==> src/hdl/eag_pkg.sv <==
// Package of constants and types for the effective address generator
package eag_pkg;

  localparam logic [7:0]  EAG_BANK_ZERO   = 8'h00;
  localparam logic [7:0]  EAG_VEC_PAGE    = 8'hFF;
  localparam logic [2:0]  EAG_VEC_TOP     = 3'h7;
  localparam logic [15:0] EAG_PC_RST      = 16'h0000;
  localparam logic [7:0]  EAG_PBR_RST     = 8'h00;
  localparam logic [23:0] EAG_ADDR_RST    = 24'h000000;
  localparam logic [15:0] EAG_OPND_RST    = 16'h0000;
  localparam logic [15:0] EAG_PC_STEP     = 16'h0001;

  typedef enum logic [3:0] {
    EAG_IMM        = 4'h0,
    EAG_ABS        = 4'h1,
    EAG_ABS_LONG   = 4'h2,
    EAG_DIR        = 4'h3,
    EAG_ACC        = 4'h4,
    EAG_IMPL       = 4'h5,
    EAG_DIR_IND_Y  = 4'h6,
    EAG_DIR_ILNG_Y = 4'h7,
    EAG_DIR_X_IND  = 4'h8,
    EAG_DIR_X      = 4'h9,
    EAG_DIR_Y      = 4'hA,
    EAG_ABS_X      = 4'hB,
    EAG_ABS_Y      = 4'hC,
    EAG_ABS_LONG_X = 4'hD,
    EAG_STACK      = 4'hE,
    EAG_STACK_REL  = 4'hF
  } eag_mode_t;

  typedef enum logic [1:0] {
    EAG_CYC_INTERNAL = 2'h0,
    EAG_CYC_PROGRAM  = 2'h1,
    EAG_CYC_DATA     = 2'h2,
    EAG_CYC_OPCODE   = 2'h3
  } eag_cycle_t;

  typedef enum logic [2:0] {
    EAG_XFER_NONE         = 3'h0,
    EAG_XFER_RETURN_INT   = 3'h1,
    EAG_XFER_LONG_RETURN  = 3'h2,
    EAG_XFER_LONG_JUMP    = 3'h3,
    EAG_XFER_LONG_CALL    = 3'h4,
    EAG_XFER_ABS_LONG_JMP = 3'h5,
    EAG_XFER_SHORT        = 3'h6
  } eag_xfer_t;

  typedef enum logic [1:0] {
    EAG_VEC_IDLE = 2'h0,
    EAG_VEC_LO   = 2'h1,
    EAG_VEC_HI   = 2'h2
  } eag_vec_state_t;

  typedef struct packed {
    logic [15:0] x;
    logic [15:0] y;
    logic [15:0] sp;
    logic [15:0] dir_base;
    logic [7:0]  data_bank;
    logic        idx_wide;
    logic        acc_wide;
  } eag_regs_t;

  typedef struct packed {
    eag_mode_t  mode;
    logic [7:0] byte2;
    logic [7:0] byte3;
    logic [7:0] byte4;
  } eag_instr_t;

endpackage

==> src/hdl/eag_index_add.sv <==
// Adds an index of selectable width to a 24-bit base
`timescale 1ns/1ps
module eag_index_add (
  // Operands
  input  wire logic [23:0] base_i,
  input  wire logic [15:0] idx_i,
  input  wire logic        idx_wide_i,
  input  wire logic        wrap_bank_i,
  // Result
  output logic      [23:0] sum_o
);

  logic [15:0] idx_eff;
  logic [23:0] full_sum;
  logic [15:0] low_sum;

  // Narrow index ignores the high byte
  assign idx_eff  = idx_wide_i ? idx_i : {8'h00, idx_i[7:0]};
  // Carry runs into the bank byte for data sums
  assign full_sum = base_i + {8'h00, idx_eff};
  assign low_sum  = base_i[15:0] + idx_eff;
  // Bank-zero modes must never leak a carry upward
  assign sum_o    = wrap_bank_i ? {base_i[23:16], low_sum}
                                : full_sum;

endmodule

==> src/hdl/eag_addr_gen.sv <==
// Effective address generator with bus cycle qualifiers
`timescale 1ns/1ps
module eag_addr_gen (
  // Clock and reset
  input  wire logic               core_clk_i,
  input  wire logic               nrst_i,
  // Register file view
  input  wire eag_pkg::eag_regs_t regs_i,
  // Address request
  input  wire logic               ea_req_i,
  input  wire eag_pkg::eag_instr_t instr_i,
  input  wire logic [23:0]        ptr_data_i,
  // Program counter control
  input  wire logic               pc_inc_i,
  input  wire logic               branch_taken_i,
  input  wire logic [7:0]         branch_off_i,
  input  wire logic               pc_load_i,
  input  wire eag_pkg::eag_xfer_t xfer_kind_i,
  input  wire logic [23:0]        pc_target_i,
  // Bus cycle control
  input  wire eag_pkg::eag_cycle_t cycle_kind_i,
  input  wire logic               vec_req_i,
  input  wire logic [3:0]         vec_sel_i,
  // Address results
  output logic      [23:0]        ea_addr_o,
  output logic      [23:0]        ptr_addr_o,
  output logic      [15:0]        operand_o,
  output logic                    ea_valid_o,
  output logic                    ea_has_addr_o,
  output logic                    extra_cycle_o,
  // Program counter
  output logic      [15:0]        pc_o,
  output logic      [7:0]         pbr_o,
  // Bus pins
  output logic      [23:0]        bus_addr_o,
  output logic                    data_address_valid_o,
  output logic                    program_address_valid_o,
  output logic                    vector_pull_n_o
);

  eag_pkg::eag_vec_state_t vec_state_r;
  eag_pkg::eag_vec_state_t vec_state_nxt;

  logic [15:0] pc_r;
  logic [15:0] pc_nxt;
  logic [7:0]  pbr_r;
  logic [7:0]  pbr_nxt;
  logic [3:0]  vec_sel_r;
  logic [3:0]  vec_sel_cur;

  logic [23:0] dir_sum;
  logic [23:0] ptr_sum;
  logic [23:0] ea_sum;
  logic [23:0] ea_base;
  logic [15:0] ea_idx;
  logic        ea_wrap;
  logic [23:0] ea_nxt;
  logic        has_addr_nxt;
  logic [15:0] operand_nxt;
  logic [23:0] vec_addr;
  logic [15:0] abs_word;
  logic        long_xfer;

  assign abs_word = {instr_i.byte3, instr_i.byte2};

  // Direct base plus offset, always in bank zero
  eag_index_add u_dir_add (
    .base_i      ({eag_pkg::EAG_BANK_ZERO, regs_i.dir_base}),
    .idx_i       ({8'h00, instr_i.byte2}),
    .idx_wide_i  (1'b1),
    .wrap_bank_i (1'b1),
    .sum_o       (dir_sum)
  );

  // Pointer address, indexed by X only for the indexed-indirect mode
  eag_index_add u_ptr_add (
    .base_i      (dir_sum),
    .idx_i       ((instr_i.mode == eag_pkg::EAG_DIR_X_IND) ?
                  regs_i.x : 16'h0000),
    .idx_wide_i  (regs_i.idx_wide),
    .wrap_bank_i (1'b1),
    .sum_o       (ptr_sum)
  );

  // Final effective address adder
  eag_index_add u_ea_add (
    .base_i      (ea_base),
    .idx_i       (ea_idx),
    .idx_wide_i  (regs_i.idx_wide),
    .wrap_bank_i (ea_wrap),
    .sum_o       (ea_sum)
  );

  // Base, index and wrap selection per addressing mode
  always_comb begin
    ea_base = eag_pkg::EAG_ADDR_RST;
    ea_idx  = 16'h0000;
    ea_wrap = 1'b0;
    case (instr_i.mode)
      eag_pkg::EAG_ABS: begin
        ea_base = {regs_i.data_bank, abs_word};
      end
      eag_pkg::EAG_ABS_LONG: begin
        ea_base = {instr_i.byte4, abs_word};
      end
      eag_pkg::EAG_DIR: begin
        ea_base = dir_sum;
        ea_wrap = 1'b1;
      end
      eag_pkg::EAG_DIR_IND_Y: begin
        ea_base = {regs_i.data_bank, ptr_data_i[15:0]};
        ea_idx  = regs_i.y;
      end
      eag_pkg::EAG_DIR_ILNG_Y: begin
        ea_base = ptr_data_i;
        ea_idx  = regs_i.y;
      end
      eag_pkg::EAG_DIR_X_IND: begin
        ea_base = {regs_i.data_bank, ptr_data_i[15:0]};
      end
      eag_pkg::EAG_DIR_X: begin
        ea_base = dir_sum;
        ea_idx  = regs_i.x;
        ea_wrap = 1'b1;
      end
      eag_pkg::EAG_DIR_Y: begin
        ea_base = dir_sum;
        ea_idx  = regs_i.y;
        ea_wrap = 1'b1;
      end
      eag_pkg::EAG_ABS_X: begin
        ea_base = {regs_i.data_bank, abs_word};
        ea_idx  = regs_i.x;
      end
      eag_pkg::EAG_ABS_Y: begin
        ea_base = {regs_i.data_bank, abs_word};
        ea_idx  = regs_i.y;
      end
      eag_pkg::EAG_ABS_LONG_X: begin
        ea_base = {instr_i.byte4, abs_word};
        ea_idx  = regs_i.x;
      end
      eag_pkg::EAG_STACK: begin
        ea_base = {eag_pkg::EAG_BANK_ZERO, regs_i.sp};
        ea_wrap = 1'b1;
      end
      eag_pkg::EAG_STACK_REL: begin
        // Offset is unsigned; the sum wraps inside bank zero
        ea_base = {eag_pkg::EAG_BANK_ZERO, regs_i.sp};
        ea_idx  = {8'h00, instr_i.byte2};
        ea_wrap = 1'b1;
      end
      default: begin
        ea_base = eag_pkg::EAG_ADDR_RST;
      end
    endcase
  end

  // Stack index always uses the full offset byte, not the index width
  always_comb begin
    ea_nxt = ea_sum;
    if (instr_i.mode == eag_pkg::EAG_STACK_REL) begin
      ea_nxt = {eag_pkg::EAG_BANK_ZERO,
                regs_i.sp + {8'h00, instr_i.byte2}};
    end
  end

  // Immediate and register modes carry no operand address
  always_comb begin
    has_addr_nxt = 1'b1;
    operand_nxt  = eag_pkg::EAG_OPND_RST;
    case (instr_i.mode)
      eag_pkg::EAG_IMM: begin
        has_addr_nxt = 1'b0;
        operand_nxt  = regs_i.acc_wide ? abs_word
                                       : {8'h00, instr_i.byte2};
      end
      eag_pkg::EAG_ACC: begin
        has_addr_nxt = 1'b0;
      end
      eag_pkg::EAG_IMPL: begin
        has_addr_nxt = 1'b0;
      end
      default: begin
        has_addr_nxt = 1'b1;
      end
    endcase
  end

  // Address results
  always_ff @(posedge core_clk_i) begin
    if (!nrst_i) begin
      ea_addr_o     <= eag_pkg::EAG_ADDR_RST;
      ptr_addr_o    <= eag_pkg::EAG_ADDR_RST;
      operand_o     <= eag_pkg::EAG_OPND_RST;
      ea_valid_o    <= 1'b0;
      ea_has_addr_o <= 1'b0;
      extra_cycle_o <= 1'b0;
    end else begin
      // Results hold until the next request; only the strobe pulses
      ea_valid_o <= ea_req_i;
      if (ea_req_i) begin
        ea_addr_o     <= has_addr_nxt ? ea_nxt : eag_pkg::EAG_ADDR_RST;
        ptr_addr_o    <= ptr_sum;
        operand_o     <= operand_nxt;
        ea_has_addr_o <= has_addr_nxt;
        // Unaligned direct base costs one more cycle in every direct mode
        extra_cycle_o <= has_addr_nxt &&
                         (instr_i.mode == eag_pkg::EAG_DIR ||
                          instr_i.mode == eag_pkg::EAG_DIR_IND_Y ||
                          instr_i.mode == eag_pkg::EAG_DIR_ILNG_Y ||
                          instr_i.mode == eag_pkg::EAG_DIR_X_IND ||
                          instr_i.mode == eag_pkg::EAG_DIR_X ||
                          instr_i.mode == eag_pkg::EAG_DIR_Y) &&
                         (regs_i.dir_base[7:0] != 8'h00);
      end
    end
  end

  // Program bank changes only for the long transfers and returns
  assign long_xfer = (xfer_kind_i == eag_pkg::EAG_XFER_RETURN_INT) ||
                     (xfer_kind_i == eag_pkg::EAG_XFER_LONG_RETURN) ||
                     (xfer_kind_i == eag_pkg::EAG_XFER_LONG_JUMP) ||
                     (xfer_kind_i == eag_pkg::EAG_XFER_LONG_CALL) ||
                     (xfer_kind_i == eag_pkg::EAG_XFER_ABS_LONG_JMP);

  // Load beats branch, branch beats increment
  always_comb begin
    pc_nxt  = pc_r;
    pbr_nxt = pbr_r;
    if (pc_load_i) begin
      pc_nxt = pc_target_i[15:0];
      if (long_xfer) begin
        pbr_nxt = pc_target_i[23:16];
      end
    end else if (branch_taken_i) begin
      // PC already points at the next opcode; bank stays put
      pc_nxt = pc_r + {{8{branch_off_i[7]}}, branch_off_i};
    end else if (pc_inc_i) begin
      // Sixteen-bit wrap: code cannot run across a bank boundary
      pc_nxt = pc_r + eag_pkg::EAG_PC_STEP;
    end
  end

  always_ff @(posedge core_clk_i) begin
    if (!nrst_i) begin
      pc_r  <= eag_pkg::EAG_PC_RST;
      pbr_r <= eag_pkg::EAG_PBR_RST;
    end else begin
      pc_r  <= pc_nxt;
      pbr_r <= pbr_nxt;
    end
  end

  assign pc_o  = pc_r;
  assign pbr_o = pbr_r;

  // Vector read sequence: low byte then high byte
  always_comb begin
    vec_state_nxt = vec_state_r;
    case (vec_state_r)
      eag_pkg::EAG_VEC_IDLE: begin
        if (vec_req_i) begin
          vec_state_nxt = eag_pkg::EAG_VEC_LO;
        end
      end
      eag_pkg::EAG_VEC_LO: begin
        vec_state_nxt = eag_pkg::EAG_VEC_HI;
      end
      eag_pkg::EAG_VEC_HI: begin
        vec_state_nxt = eag_pkg::EAG_VEC_IDLE;
      end
      default: begin
        vec_state_nxt = eag_pkg::EAG_VEC_IDLE;
      end
    endcase
  end

  // Selection is captured once so a moving input cannot split the word
  always_ff @(posedge core_clk_i) begin
    if (!nrst_i) begin
      vec_state_r <= eag_pkg::EAG_VEC_IDLE;
      vec_sel_r   <= 4'h0;
    end else begin
      vec_state_r <= vec_state_nxt;
      if (vec_state_r == eag_pkg::EAG_VEC_IDLE && vec_req_i) begin
        vec_sel_r <= vec_sel_i;
      end
    end
  end

  // The low byte goes out on the request edge, before the capture lands
  always_comb begin
    vec_sel_cur = vec_sel_r;
    if (vec_state_r == eag_pkg::EAG_VEC_IDLE) begin
      vec_sel_cur = vec_sel_i;
    end
  end

  // Vector word sits in the top 32 bytes of bank zero
  assign vec_addr = {eag_pkg::EAG_BANK_ZERO, eag_pkg::EAG_VEC_PAGE,
                     eag_pkg::EAG_VEC_TOP, vec_sel_cur,
                     (vec_state_nxt == eag_pkg::EAG_VEC_HI)};

  // Bus pins; a vector read overrides the requested cycle kind
  always_ff @(posedge core_clk_i) begin
    if (!nrst_i) begin
      bus_addr_o              <= eag_pkg::EAG_ADDR_RST;
      data_address_valid_o    <= 1'b0;
      program_address_valid_o <= 1'b0;
      vector_pull_n_o         <= 1'b1;
    end else if (vec_state_nxt != eag_pkg::EAG_VEC_IDLE) begin
      bus_addr_o              <= vec_addr;
      data_address_valid_o    <= 1'b1;
      program_address_valid_o <= 1'b0;
      vector_pull_n_o         <= 1'b0;
    end else begin
      vector_pull_n_o <= 1'b1;
      case (cycle_kind_i)
        eag_pkg::EAG_CYC_PROGRAM: begin
          bus_addr_o              <= {pbr_r, pc_r};
          data_address_valid_o    <= 1'b0;
          program_address_valid_o <= 1'b1;
        end
        eag_pkg::EAG_CYC_OPCODE: begin
          bus_addr_o              <= {pbr_r, pc_r};
          data_address_valid_o    <= 1'b1;
          program_address_valid_o <= 1'b1;
        end
        eag_pkg::EAG_CYC_DATA: begin
          bus_addr_o              <= ea_addr_o;
          data_address_valid_o    <= 1'b1;
          program_address_valid_o <= 1'b0;
        end
        default: begin
          // Address left as is; outside logic must not trust it
          data_address_valid_o    <= 1'b0;
          program_address_valid_o <= 1'b0;
        end
      endcase
    end
  end

endmodule

==> config.mk <==
export PLATFORM = sky130hd
export DESIGN_NAME = eag_addr_gen
export DESIGN_NICKNAME = d
export VERILOG_FILES = /design/src/hdl/eag_pkg.sv /design/src/hdl/eag_index_add.sv /design/src/hdl/eag_addr_gen.sv
export SDC_FILE = /design/constraint.sdc
export NUM_CORES = 1
export LEC_CHECK = 0
export BUFFER_PORTS_ARGS = -buffer_cell sky130_fd_sc_hd__buf_2
export CELL_PAD_IN_SITES_DETAIL_PLACEMENT = 1
export CELL_PAD_IN_SITES_GLOBAL_PLACEMENT = 1
export CORE_UTILIZATION = 24
export DETAILED_ROUTE_END_ITERATION = 6
export PLACE_DENSITY = 0.62
export SETUP_SLACK_MARGIN = 0.1
export SYNTH_ARGS = -nofsm -noshare
export SYNTH_HDL_FRONTEND = slang
export SYNTH_SLANG_ARGS = --single-unit
==> constraint.sdc <==
create_clock -name core_clk_i -period 10 [get_ports core_clk_i]
set_input_delay 0 -clock core_clk_i [delete_from_list [all_inputs] [get_ports core_clk_i]]
set_output_delay 0 -clock core_clk_i [all_outputs]
set_load 0.05 [all_outputs]
==> results_dict.tcl <==
set metrics [dict create \
    run_status "completed" \
    synthCells 1143 \
    rsz0062_at_grt "false" \
    cts_resized 0 \
    rows 71 \
    io_pins 292 \
    final_util_pct 32.51 \
    place_area_um2 11060 \
    antenna_found_initial 4 \
    startpoint "instr_i[16]" \
    ant_nets 0 \
    yosysWarnings 0 \
    diodes 0 \
    worst_slew_pin_slew_ps 937.4 \
    whs_ps 14.91 \
    crit_path_end_kind "flip-flop" \
    ys_ff_latch 116 \
    cts_made_buffers 17 \
    synth.distinct_cells 80 \
    via_per_inst 5.102 \
    synth_area_per_cell_um2 8.038 \
    vias 10071 \
    vdd_drop_max_v 0.0001280 \
    ys_seq_area_share_pct 25.28 \
    r2r-end "pc_o[12]" \
    fin_crit_ps 4763 \
    grt_max_degree 64 \
    cts_tree "done" \
    initial_core_util_pct 24.39 \
    dieWidth_um 197.7 \
    cap_violations 0 \
    grt_use_total_pct 19.75 \
    synth_top_area_share_pct 25.28 \
    drt-total-wl_um 38420 \
    grt_overflow 0 \
    synth-main-ff-cell "dfxtp_1" \
    fillers 4623 \
    fin_area_um2 12250 \
    yosys.area.top_type "dfxtp_1" \
    crit_type "in2reg" \
    nets 1691 \
    cts.sinks 116 \
    final_layout_size_suffix_gt1_share_pct 24.40 \
    async_flop_share_pct 0 \
    clock.fmax_ghz 0.2099 \
    finalSetupTns_ps 0 \
    syn2layout_area_growth_pct 33.30 \
    htreeDepth 4 \
    finalCritPeriodShare_pct 47.63 \
    drt_pass1_iterations 7 \
    synth_edf_count 0 \
    cts.clk_slew.worst_paths_ps 70 \
    grt_pass1_wl_um 58970 \
    die_h_um 197.7 \
    report.power.total_mw 1.820 \
    portBuffers 283 \
    hold_viol 0 \
    worstReg2RegStart "pc_o[0]" \
    hold_class "in2reg" \
    path_max_fanout 5 \
    ys_top_cells_by_area "dfxtp_1 25%, ha_1 8.4%, nand2_1 4.7%" \
    dieArea_um2 39070 \
    drc 0 \
    place_congestion 0.8834 \
    leakagePower_nw 5.623 \
    drtIter0Drc 619 \
    grt_pass1_vias 10223 \
    required_ps 10370 \
    critPathCapture "ea_addr_o[23]" \
    core_um2 37670 \
    wl_per_cell_um 19.46 \
    p_per_area_nw_per_um2 148.7 \
    start_kind "primary input" \
    reg2regPathDepth 10 \
    r2r_slack_ps 7450 \
    setup_violations 0 \
    cts-root-buf "clkbuf_16" \
    slew_viol_final 0 \
    syn-cell-area_um2 9188 \
    clkLatencyLatePin_ps 450 \
    critPathArrivalTime_ps 5130 \
    clock-skew-final_ps 7.171 \
    cts_buffer_depth 2 \
    post-dp-hpwl_um 30370 \
    slew_headroom_pct 37.03 \
]
## sequential cells by signal (all words and copies together), names as in the netlist, 2 cells and up
| register | count |
|---|---|
| vec_state_r | 2 |
| pbr_o | 8 |
| vec_sel_r | 4 |
| operand_o | 16 |
| ptr_addr_o | 16 |
| ea_addr_o | 24 |
| pc_o | 16 |
| bus_addr_o | 24 |
## cells in the final DEF (no fill, tap or decap), drive strengths merged, types with 16 or more instances in the layout
cell type | netlist | routed
and3 | 27 | 27
clkbuf | 45 | 17
o21ai | 70 | 70
dfxtp | 116 | 116
a22oi | 28 | 28
nor3 | 17 | 17
a21o | 19 | 19
nand2 | 116 | 116
and2 | 22 | 22
a222oi | 21 | 21
a21oi | 70 | 70
dlygate4sd3 | 0 | 54
a21boi | 22 | 22
nor2b | 38 | 38
a211oi | 20 | 20
mux2i | 36 | 36
ha | 62 | 62
nor3b | 16 | 16
nor2 | 76 | 76
nand3 | 22 | 22
buf | 24 | 296
xnor2 | 36 | 36
xor2 | 25 | 25
inv | 40 | 46
## synthesized netlist by cell type (11+ instances only)
| library cell | number |
|---|---|
| dfxtp_1 | 116 |
| nand2_1 | 115 |
| nor2_1 | 75 |
| a21oi_1 | 70 |
| o21ai_0 | 66 |
| ha_1 | 62 |
| clkbuf_1 | 44 |
| inv_1 | 40 |
| nor2b_1 | 38 |
| mux2i_1 | 36 |
| xnor2_1 | 36 |
| a22oi_1 | 28 |
| and3_1 | 26 |
| xor2_1 | 25 |
| and2_1 | 22 |
| nand3_1 | 22 |
| a21boi_0 | 21 |
| a222oi_1 | 21 |
| a211oi_1 | 19 |
| a21o_1 | 19 |
| nor3_1 | 16 |
| nor3b_1 | 15 |
| o211ai_1 | 14 |
| buf_2 | 12 |
| o21bai_1 | 12 |
| a22o_1 | 11 |
| mux2_2 | 11 |
| nand2b_1 | 11 |
## final cells by class
type,instances,area [um^2],share of cell area (%)
clock buffer,17,425.4,3.474
inverter,40,150.1,1.226
multi-input combinational,925,6439,52.57
tap,511,639.4,5.221
sequential,116,2322,18.96
clock inverter,15,216.5,1.767
timing repair buffer,350,2054,16.78
## logic make-up after synthesis
logic type	Yosys count	share of synthesized area, %
other	1	0.04082
muxes	47	5.270
AOI/OAI and AO/OA	365	28.05
adders and majority gates	67	9.533
xor gates and xnor gates	62	6.060
and+or+nand+nor	376	20.69
DFF	116	25.28
buffers and inverters	109	5.080
## worst min-delay path by stage
stage	startpoint	to	slack, ps	cells past startpoint
final	instr_i[5]	ea_addr_o[21]	10	5
after detailed placement	pc_target_i[4]	pc_o[4]	230	2
after global routing	regs_i[39]	ea_addr_o[13]	20	3
after CTS	instr_i[5]	ea_addr_o[21]	7	5
after global placement	pc_target_i[4]	pc_o[4]	220	2
after floorplan	pc_target_i[2]	pc_o[2]	140	1
## what timing repair did
action	CTS	global route
hold endpoints to repair	53	0
setup buffers	0	0
setup endpoints to repair	0	0
hold buffers	54	0
## stage by stage
stage / std cells / setup WS, ps
6_report: 1974 / 5237
5_1_grt: 1974 / 4885
4_1_cts: 1974 / 5266
3_5_place_dp: 1888 / 5346
3_3_place_gp: 1888 / 5425
2_1_floorplan: 1150 / 6174
## critical path, cell delays in order
cell and delay (ps):
dlygate4sd3_1 530, buf_2 180, ha_1 240, fa_1 410
a21o_1 200, a21oi_1 290, o21bai_1 150, a2111oi_2 640
nor3b_1 130, xor2_1 200, a221o_1 350, ha_1 370
inv_1 100, nor2_1 160, a41oi_1 220, a21o_1 280
a21o_1 230, o31a_1 300, o31ai_1 170
## where the power goes
part           leakage (nW)  total [mW]  switching [mW]  internal (mW)
Clock                 0.314       0.698           0.275          0.423
Sequential            0.954       0.529          0.0338          0.495
Combinational          4.35       0.593           0.382          0.212
## layer usage
layer | track usage [%] | wire [um] | share of wire (%)
met3 | 4.217 | 2158 | 5.6
met2 | 33.49 | 18260 | 48
met4 | 4.737 | 588 | 1.5
met5 | 0 | 51 | 0.13
met1 | 25.33 | 17360 | 45
Power figures use the tool's default switching activity.
